File: src/rtl/mbtp_pkg.sv
package mbtp_pkg;
    localparam int AD_W = 16;
    localparam int ST_W = 4;
    localparam int NREG = 16;
    localparam int RIDX_W = 4;
    // Status codes on the status lines
    localparam logic [3:0] ST_IO = 4'h2;
    localparam logic [3:0] ST_INTACK = 4'h5;
    localparam logic [3:0] ST_MEM_LO = 4'h8;
    localparam logic [3:0] ST_MEM_HI = 4'hf;
    // Window of I/O addresses answered by this slave
    localparam logic [15:0] IO_BASE = 16'h0040;
    localparam logic [15:0] IO_MASK = 16'hffe0;
    // Memory address space answered
    localparam logic [3:0] MEM_SPACE = 4'h8;
    localparam logic [15:0] MEM_BASE = 16'h8000;
    localparam logic [15:0] MEM_MASK = 16'hffe0;
    localparam logic [15:0] REG_RST = 16'h0000;
    localparam logic [7:0] VECTOR_RST = 8'h00;
    localparam logic [2:0] WAIT_CYC = 3'h2;
    typedef enum logic [2:0] {
        MBTP_IDLE = 3'b000,
        MBTP_ADDR = 3'b001,
        MBTP_WAITP = 3'b010,
        MBTP_DATA = 3'b011,
        MBTP_DONE = 3'b100
    } mbtp_state_e;
endpackage

File: src/rtl/mbtp_irq_link.sv
`timescale 1ns/10ps
// Daisy-chain interrupt node: request, acknowledge, vector
module mbtp_irq_link
(
    input wire logic clk,
    input wire logic rst,
    input wire logic event_pulse,
    input wire logic chain_in,
    input wire logic ack_cycle,
    input wire logic ack_done,
    output logic chain_out_q,
    output logic irq_n_q,
    output logic selected
);
    logic pending_q;
    logic service_q;
    logic chosen_q;

    // Pending is set by events, cleared when acknowledged
    always_ff @(posedge clk or posedge rst)
    begin
        if (rst)
        begin
            pending_q <= 1'b0;
        end
        else if (event_pulse)
        begin
            pending_q <= 1'b1;
        end
        else if (ack_done && chosen_q)
        begin
            pending_q <= 1'b0;
        end
    end

    // Under-service holds lower devices off from end of acknowledge until pending and ack cycle are both clear
    always_ff @(posedge clk or posedge rst)
    begin
        if (rst)
        begin
            service_q <= 1'b0;
        end
        else if (ack_done && chosen_q)
        begin
            service_q <= 1'b1;
        end
        else if (!pending_q && !ack_cycle)
        begin
            service_q <= 1'b0;
        end
    end

    // Only the highest enabled pending device is chosen
    assign selected = chain_in && pending_q && ack_cycle;

    // Keeps the pick, selection drops once the data strobe rises
    always_ff @(posedge clk or posedge rst)
    begin
        if (rst)
        begin
            chosen_q <= 1'b0;
        end
        else if (ack_done)
        begin
            chosen_q <= 1'b0;
        end
        else if (selected)
        begin
            chosen_q <= 1'b1;
        end
    end

    always_ff @(posedge clk or posedge rst)
    begin
        if (rst)
        begin
            chain_out_q <= 1'b0;
            irq_n_q <= 1'b1;
        end
        else
        begin
            chain_out_q <= chain_in && !pending_q && !service_q;
            irq_n_q <= !(pending_q && chain_in && !service_q);
        end
    end
endmodule

File: src/rtl/mbtp_slave.sv
`timescale 1ns/10ps
module mbtp_slave
(
    input wire logic clk,
    input wire logic rst,
    input wire logic [15:0] ad_in,
    output logic [15:0] ad_out_q,
    output logic ad_oe_q,
    input wire logic addr_phase_strobe_n,
    input wire logic xfer_phase_strobe_n,
    input wire logic [3:0] status,
    input wire logic read_not_write,
    input wire logic byte_not_word,
    output logic wait_n_q,
    input wire logic irq_chain_in,
    output logic irq_chain_out,
    output logic irq_n,
    input wire logic [7:0] vector,
    input wire logic irq_event,
    output logic [15:0] reg0_q,
    output logic wr_pulse_q
);
    logic [15:0] regs_q [mbtp_pkg::NREG];
    logic [15:0] addr_q;
    logic [3:0] status_q;
    logic rnw_q;
    logic bnw_q;
    logic hit_q;
    logic ack_q;
    logic [2:0] wait_cnt_q;
    logic as_prev_q;
    logic ds_prev_q;
    logic as_rise;
    logic ds_fall;
    logic ds_rise;
    logic ack_done;
    logic selected;
    logic chain_out;
    logic irq_low;
    logic [3:0] ridx;
    mbtp_pkg::mbtp_state_e state_q;
    mbtp_pkg::mbtp_state_e state_d;

    // Decides whether a latched address and status belong to this slave
    function automatic logic addr_hit(input logic [3:0] st,
                                      input logic [15:0] a);
        logic r;
        r = 1'b0;
        if (st == mbtp_pkg::ST_IO)
        begin
            r = (a & mbtp_pkg::IO_MASK) == mbtp_pkg::IO_BASE;
        end
        else if (st == mbtp_pkg::MEM_SPACE)
        begin
            r = (a & mbtp_pkg::MEM_MASK) == mbtp_pkg::MEM_BASE;
        end
        return r;
    endfunction

    // Strobe edges, inputs taken as synchronous
    always_ff @(posedge clk or posedge rst)
    begin
        if (rst)
        begin
            as_prev_q <= 1'b1;
            ds_prev_q <= 1'b1;
        end
        else
        begin
            as_prev_q <= addr_phase_strobe_n;
            ds_prev_q <= xfer_phase_strobe_n;
        end
    end

    assign as_rise = addr_phase_strobe_n && !as_prev_q;
    assign ds_fall = !xfer_phase_strobe_n && ds_prev_q;
    assign ds_rise = xfer_phase_strobe_n && !ds_prev_q;
    assign ridx = addr_q[4:1];

    // Address phase: follow lines while strobe low, hold at rise
    always_ff @(posedge clk or posedge rst)
    begin
        if (rst)
        begin
            addr_q <= 16'h0000;
            status_q <= 4'h0;
            hit_q <= 1'b0;
            ack_q <= 1'b0;
        end
        else if (!addr_phase_strobe_n)
        begin
            addr_q <= ad_in;
            status_q <= status;
            hit_q <= addr_hit(status, ad_in);
            ack_q <= status == mbtp_pkg::ST_INTACK;
        end
    end

    always_comb
    begin
        state_d = state_q;
        case (state_q)
            mbtp_pkg::MBTP_IDLE:
            begin
                if (!addr_phase_strobe_n)
                begin
                    state_d = mbtp_pkg::MBTP_ADDR;
                end
            end
            mbtp_pkg::MBTP_ADDR:
            begin
                if (ds_fall && (hit_q || selected))
                begin
                    state_d = mbtp_pkg::MBTP_WAITP;
                end
                else if (!addr_phase_strobe_n && as_rise)
                begin
                    state_d = mbtp_pkg::MBTP_ADDR;
                end
                else if (ds_rise)
                begin
                    state_d = mbtp_pkg::MBTP_IDLE;
                end
            end
            mbtp_pkg::MBTP_WAITP:
            begin
                if (wait_cnt_q == 3'h0)
                begin
                    state_d = mbtp_pkg::MBTP_DATA;
                end
            end
            mbtp_pkg::MBTP_DATA:
            begin
                if (xfer_phase_strobe_n)
                begin
                    state_d = mbtp_pkg::MBTP_DONE;
                end
            end
            mbtp_pkg::MBTP_DONE:
            begin
                state_d = mbtp_pkg::MBTP_IDLE;
            end
            default:
            begin
                state_d = mbtp_pkg::MBTP_IDLE;
            end
        endcase
    end

    always_ff @(posedge clk or posedge rst)
    begin
        if (rst)
        begin
            state_q <= mbtp_pkg::MBTP_IDLE;
        end
        else
        begin
            state_q <= state_d;
        end
    end

    // Wait counter stretches the data phase
    always_ff @(posedge clk or posedge rst)
    begin
        if (rst)
        begin
            wait_cnt_q <= 3'h0;
            wait_n_q <= 1'b1;
        end
        else if (state_q == mbtp_pkg::MBTP_ADDR && state_d ==
                 mbtp_pkg::MBTP_WAITP)
        begin
            wait_cnt_q <= mbtp_pkg::WAIT_CYC;
            wait_n_q <= 1'b0;
        end
        else if (state_q == mbtp_pkg::MBTP_WAITP && wait_cnt_q != 3'h0)
        begin
            wait_cnt_q <= wait_cnt_q - 3'h1;
        end
        else
        begin
            wait_n_q <= 1'b1;
        end
    end

    // Read data drive, only while data strobe low on a read
    always_ff @(posedge clk or posedge rst)
    begin
        if (rst)
        begin
            ad_out_q <= 16'h0000;
            ad_oe_q <= 1'b0;
        end
        else if (state_d == mbtp_pkg::MBTP_DATA && rnw_q &&
                 !xfer_phase_strobe_n)
        begin
            ad_oe_q <= 1'b1;
            if (ack_q)
            begin
                ad_out_q <= {8'h00, vector};
            end
            else if (bnw_q)
            begin
                // Byte reads copy the lane onto both halves
                ad_out_q <= addr_q[0] ? {2{regs_q[ridx][7:0]}} :
                                        {2{regs_q[ridx][15:8]}};
            end
            else
            begin
                ad_out_q <= regs_q[ridx];
            end
        end
        else
        begin
            ad_oe_q <= 1'b0;
        end
    end

    always_ff @(posedge clk or posedge rst)
    begin
        if (rst)
        begin
            rnw_q <= 1'b1;
            bnw_q <= 1'b0;
        end
        else if (ds_fall)
        begin
            rnw_q <= read_not_write;
            bnw_q <= byte_not_word;
        end
    end

    // Write commits at end of data phase, direct register select
    generate
        for (genvar i = 0; i < mbtp_pkg::NREG; i++)
        begin : g_reg
            always_ff @(posedge clk or posedge rst)
            begin
                if (rst)
                begin
                    regs_q[i] <= mbtp_pkg::REG_RST;
                end
                else if (state_q == mbtp_pkg::MBTP_DATA &&
                         xfer_phase_strobe_n && !rnw_q && !ack_q &&
                         ridx == 4'(i))
                begin
                    if (!bnw_q)
                    begin
                        regs_q[i] <= ad_in;
                    end
                    else if (addr_q[0])
                    begin
                        regs_q[i][7:0] <= ad_in[7:0];
                    end
                    else
                    begin
                        regs_q[i][15:8] <= ad_in[15:8];
                    end
                end
            end
        end
    endgenerate

    always_ff @(posedge clk or posedge rst)
    begin
        if (rst)
        begin
            reg0_q <= mbtp_pkg::REG_RST;
            wr_pulse_q <= 1'b0;
        end
        else
        begin
            reg0_q <= regs_q[0];
            wr_pulse_q <= state_q == mbtp_pkg::MBTP_DATA &&
                          xfer_phase_strobe_n && !rnw_q && !ack_q;
        end
    end

    assign ack_done = state_q == mbtp_pkg::MBTP_DONE && ack_q;

    mbtp_irq_link u_irq
    (
        .clk(clk),
        .rst(rst),
        .event_pulse(irq_event),
        .chain_in(irq_chain_in),
        .ack_cycle(ack_q && !xfer_phase_strobe_n),
        .ack_done(ack_done),
        .chain_out_q(chain_out),
        .irq_n_q(irq_low),
        .selected(selected)
    );

    assign irq_chain_out = chain_out;
    assign irq_n = irq_low;
endmodule

File: config.mk
export PLATFORM = sky130hd
export DESIGN_NAME = mbtp_slave
export DESIGN_NICKNAME = d
export VERILOG_FILES = /design/src/rtl/mbtp_pkg.sv /design/src/rtl/mbtp_irq_link.sv /design/src/rtl/mbtp_slave.sv
export SDC_FILE = /design/constraint.sdc
export NUM_CORES = 1
export LEC_CHECK = 0
export BUFFER_PORTS_ARGS = -buffer_cell sky130_fd_sc_hd__clkbuf_2
export CORE_MARGIN = 3
export CORE_UTILIZATION = 30
export CTS_CLUSTER_DIAMETER = 60
export CTS_CLUSTER_SIZE = 20
export DETAILED_ROUTE_END_ITERATION = 10
export GPL_TIMING_DRIVEN = 0
export PLACE_DENSITY = 0.46
export SETUP_SLACK_MARGIN = 0.1
export SLEW_MARGIN = 20
export SYNTH_ARGS = -nofsm -noshare
export SYNTH_HDL_FRONTEND = slang
export SYNTH_SLANG_ARGS = --single-unit
export TNS_END_PERCENT = 30
File: constraint.sdc
create_clock -name clk -period 24.6 [get_ports clk]
set_input_delay 2.46 -clock clk [delete_from_list [all_inputs] [get_ports clk]]
set_output_delay 2.46 -clock clk [all_outputs]
set_load 0.05 [all_outputs]
* After elaboration in Yosys (flattened, before gate mapping)
Index checks and enable logic that the tools add are counted.
** Cells by class
- Muxes and demuxes :: 29
- Bitwise gates (word level) :: 1
- Equal/unequal tests :: 29
- Order comparisons :: 1
- Reductions and logical operators :: 88
- $add $sub $neg :: 1
** Operators by type and width (count)
- 16-bit 2-to-1 mux :: 6
- 16-bit binary-select mux with 4-bit select :: 1
- 2-bit AND reduction :: 32
- 1-bit logical AND :: 37
- 4-bit equality test (second input constant) :: 9
- 3-bit 2-to-1 mux :: 8
- 4-bit by 3-bit equality test with 1-bit output (second input constant) :: 5
- 8-bit 2-to-1 mux :: 2
- 3-bit by 2-bit equality test with 1-bit output (second input constant) :: 4
- 4-bit by 2-bit equality test with 1-bit output (second input constant) :: 3
- 3-bit one-hot mux with 4 select lines :: 1
- 11-bit equality test (second input constant) :: 1
- 11-bit by 2-bit equality test with 1-bit output (second input constant) :: 1
- 1-bit 2-to-1 mux :: 11
- 1-bit logical NOT :: 10
- 2-bit nonzero test :: 4
- 3-bit logical NOT :: 2
- 2-bit inequality test (second input constant) :: 3
- 5-bit greater-or-equal comparator (second input constant) :: 1
- 4-bit inverter with 5-bit output :: 1
- 4-bit by 1-bit equality test with 1-bit output (second input constant) :: 1
- 4-bit logical NOT :: 1
- 3-bit by 1-bit equality test with 1-bit output (second input constant) :: 1
- 3-bit equality test (second input constant) :: 1
- 3 further kinds :: 3
** Word-level totals
- Input bits :: 36
- Logic and storage cells :: 200
- Flip-flop bits (word level) :: 313
- Output and inout port bits :: 37

* Logic depth before layout (Yosys ltp)
- Depth after elaboration :: 11
- Depth in mapped cells :: 9
- Gate-level depth less buffers :: 8

* By module
From an unflattened synthesis, not the netlist that was laid out.
** Unflattened totals
- Cell total of the unflattened synthesis :: 995
- Area total of the unflattened synthesis :: 14325.0 µm²
** Modules (own cells, without submodules)
- mbtp_slave :: cells an instance 980, times used 1, area an instance 14141.1 µm²
- mbtp_irq_link :: cells an instance 15, times used 1, area an instance 183.9 µm²

* Worst setup path after synthesis
No wires, ideal clock.
- Kind :: input-to-reg
- Start point :: input port xfer_phase_strobe_n
- End point :: register regs_q[136] (netlist name)
- Library setup time :: 0.125 ns
- Setup slack :: 20.494 ns
- Arrival time :: 3.981 ns
- Cell stages on the path :: 7
- Required time :: 24.475 ns
- Buffers on the path :: 1
- Cells stage by stage :: nand2_1 or4_4 buf_6 clkinv_4 nand3_4 nor2_4 mux2_2
** Between the ends
- Word-level cells in the longest chain between the ends :: 5
** RTL lines
- from (decl) :: RTL line mbtp_slave.sv:10 : input wire logic xfer_phase_strobe_n,
- 1-bit logical AND :: RTL line mbtp_slave.sv:243 : else if (state_q == mbtp_pkg::MBTP_DATA &&
- 1-bit logical AND (3 in series) :: RTL line mbtp_slave.sv:244 : xfer_phase_strobe_n && !rnw_q && !ack_q &&
- 2-bit AND reduction (no source line)
- to (signal, indexed assignment) :: RTL line mbtp_slave.sv:241 : regs_q[i] <= mbtp_pkg::REG_RST;
- to (signal, indexed assignment) :: RTL line mbtp_slave.sv:249 : regs_q[i] <= ad_in;
- to (signal, indexed assignment) :: RTL line mbtp_slave.sv:253 : regs_q[i][7:0] <= ad_in[7:0];
- to (decl) :: RTL line mbtp_slave.sv:23 : logic [15:0] regs_q [mbtp_pkg::NREG];
No other way between the ends.
A chain may end at the register's enable or synchronous reset.

* Worst setup path in the final report
- Start point :: input port xfer_phase_strobe_n
- End point :: register regs_q[47] (netlist name)
The elaborated chain is that of the path after synthesis.

==> key figures <==
Run status
  – Status: finished clean

Logic synthesis
  – Synth unique cells: 68
  – Post-synth top area share: 52.2%
  – Synth top area cells: dfrtp_1 (52%), mux2_2 (22%), mux4_2 (8.2%)
  – Synth Flop Type: dfrtp_1
  – Post-synthesis cell area: 0.0148 sq mm
  – Most frequent cell after synthesis: dfrtp_1
  – Synth Register Bits: 312
  – Cell count after synthesis: 1045
  – Ys async rst share: 100%
  – Synth cell count leaders: dfrtp_1 (308), mux2_2 (288), mux4_2 (54)
  – Register area share after synthesis: 52.9%
  – Top cell type by total area after synthesis: dfrtp_1
  – Synth Net Count: 1083
  – Syn. warnings: 0
  – EDFF count, synth: 0
  – Avg Inst Size Synth: 14.1 sq um

Critical path
  – Critical-path maximum fanout: 10
  – Crit path cell chain: clkbuf_2 -> nand2_1 -> or4_4 -> buf_6 -> clkinv_4 -> nand2_2 -> nor2_2 -> mux2_2
  – Worst EP arrival: 4.72 ns
  – Worst Setup End Kind: register
  – Crit path depth: 8
  – Setup CP Type: input port to register
  – Worst Path Buf+Inv: 3
  – Max incr delay on CP: 0.61 ns
  – CP required: 25.06 ns
  – R2R depth: 8
  – Startpoint Class: input port
  – Slowest cell on the critical path: nor2_2
  – Cell family with most CP delay: simple AND/OR/NAND/NOR gates

Flow run
  – Max_cap viols: 0

STA
  – Fin. Hold Viols: 0
  – Fin. max-slew vios: 0
  – RSZ-0062 raised after global routing: false
  – Final min period: 4.25 ns
  – Worst setup margin: 20.35 ns
  – Fin Setup TNS: 0 ns
  – Slew @ Worst Pin: 1.16 ns
  – Hold WS: 0.388 ns
  – Clock skew: 0.0317 ns
  – Max Clk Rate: 0.235 GHz
  – Final setup vio count: 0
  – Tcrit/Tclk final: 17.3%
  – Max_slew headroom: 20.6%

Finish
  – Share of layout cells above drive strength 1: 46.7%
  – Design area: 0.0171 sq mm
  – Final nets: 1190
  – Area Overhead vs Synth: 16.0%
  – Number of diodes: 0
  – Non-Filler Instances: 1833

Place
  – Placed Instances: 1775
  – Post-DP HPWL: 32200 microns
  – Area post-placement: 0.0160 sq mm
  – Place WS: 19.75 ns
  – IO Port Bufs: 71
  – Gp weighted congestion: 0.904

Clocking
  – CTS Buffer Depth: 3
  – Post-CTS sizing: 0
  – CTS Sinks: 312
  – Total CTS buffers: 31
  – CTS tree: done
  – # hold bufs at CTS: 0
  – Worst-Skew Late Latency: 0.60 ns
  – Clk pin slew, worst setup/hold paths: 0.08 ns
  – H-tree Lvls: 1
  – CTS root buffer: clkbuf_16
  – Post-CTS setup buffer count: 0

Detailed routing
  – Vias/cell: 5.10
  – Initial DRC count: 728
  – Vias: 9355
  – Final WL: 45000 microns
  – Drt pass-1 iters: 5
  – Final ANT Viol Nets: 0
  – # DRC: 0
  – Avg WL per Cell: 24.5 microns

Global routing
  – First-pass GRT wire length: 68600 microns
  – Overall Global Routing Usage: 17.4%
  – Vias in the first global route: 9845
  – GRT overflow: 0
  – Largest net degree at the start of global routing: 95
  – Initial antenna violation count: 1

Power and ir drop
  – Power per cell area: 68.5 mW/mm^2
  – Leak: 8.06 nW
  – Max IR drop VDD: 0.0501 mV

Floorplan
  – Core region area: 0.0481 sq mm
  – Boundary Pins: 73
  – Row count: 80
  – Die Y-Extent: 228 microns
  – Initial Util: 30.7%
  – Die ar.: 0.0519 sq mm
  – Width of the die: 228 microns

Worst hold path
  – Hold-critical path depth: 0
  – Hold Crit Class: register to register
-- placed cells by master (no fill, tap or decap), types with 4 or more instances in the layout --
cell / instances
clkbuf_2: 72
o21ai_0: 15
nor2_1: 35
dfrtp_1: 308
buf_4: 9
clkbuf_1: 23
nor2_4: 4
inv_1: 5
a31oi_1: 7
a21oi_1: 13
buf_2: 18
inv_6: 6
mux4_2: 54
clkinv_8: 6
nor2_2: 12
nand2b_1: 14
nor3_1: 16
a2111oi_0: 4
inv_8: 9
nand2_1: 52
buf_1: 6
nor2b_1: 8
dfstp_2: 4
nor3_2: 6
nand3_1: 9
a22o_1: 7
mux2i_1: 37
mux2_2: 288
a32oi_1: 4
clkbuf_16: 31
o22ai_1: 12
nor4_1: 5
-- power breakdown --
group	switching [mW]	leakage, nW	internal, mW
logic	0.0923	3.22	0.0421
clock network	0.243	0.536	0.260
registers	0.00778	4.31	0.526
total	0.344	8.06	0.828
-- path summary, 6_finish.rpt --
check,startpoint,end,slack (ns)
min in group asynchronous,rst,regs_q[8],1.92
setup reg to reg,addr_q[1],ad_out_q[3],20.95
setup / recovery,xfer_phase_strobe_n,regs_q[47],20.35
hold reg to reg,regs_q[252],reg0_q[12],0.39
max in group asynchronous,rst,regs_q[54],21.39
hold / removal,regs_q[252],reg0_q[12],0.39
-- sequential cells by signal (all words and copies together), names as in the netlist, 3 cells and up --
signal,count
regs_q,256
ad_out_q,16
reg0_q,16
addr_q,5
state_q,3
wait_cnt_q,3
-- layer usage --
layer / global-route usage, % / share of wire, % / up-vias
met4: 3.00 / 1.5 / 0
met1: 25.4 / 48 / 4965
met5: 0 / 0 / -
met2: 27.9 / 47 / 222
met3: 2.45 / 4.3 / 51
li1: - / - / 4117
-- worst register-to-register path, delay by kind of cell, from the launching register on --
family	cells	cell delay, ns
multiplexers	1	0.53
flip-flops	1	0.33
buffers and inverters	4	1.39
AO/OA/AOI/OAI	3	1.22
-- stage by stage --
stage                     util (%)  power, mW
after floorplan                  -      0.630
after global placement        33.1      0.677
after detailed placement      33.3      0.679
after CTS                     35.6       1.19
after global routing          35.6       1.22
final                         35.6       1.17
-- final cells by class --
class / count / area (sq um)
Clock buffer: 32 / 790
Multi-Input combinational cell: 665 / 6610
Fill cell: 4667 / 31000
Inverter: 8 / 42.5
Sequential cell: 312 / 7810
Timing Repair Buffer: 74 / 438
Buffer: 60 / 305
Tap cell: 656 / 821
Clock inverter: 26 / 302
-- cell families (layout without fill, tap and decap cells) --
kind of cell / count (synthesis) / in the layout / share of synthesized area, %
AO/OA/AOI/OAI: 88 / 88 / 4.20
XOR/XNOR: 2 / 2 / 0.119
adder cells (fa/ha/maj): 2 / 2 / 0.170
buffers and inverters: 68 / 200 / 2.31
flip-flops: 312 / 312 / 52.9
multiplexers: 380 / 380 / 32.8
AND/OR/NAND/NOR: 193 / 193 / 7.47
Power figures use the tool's default switching activity.
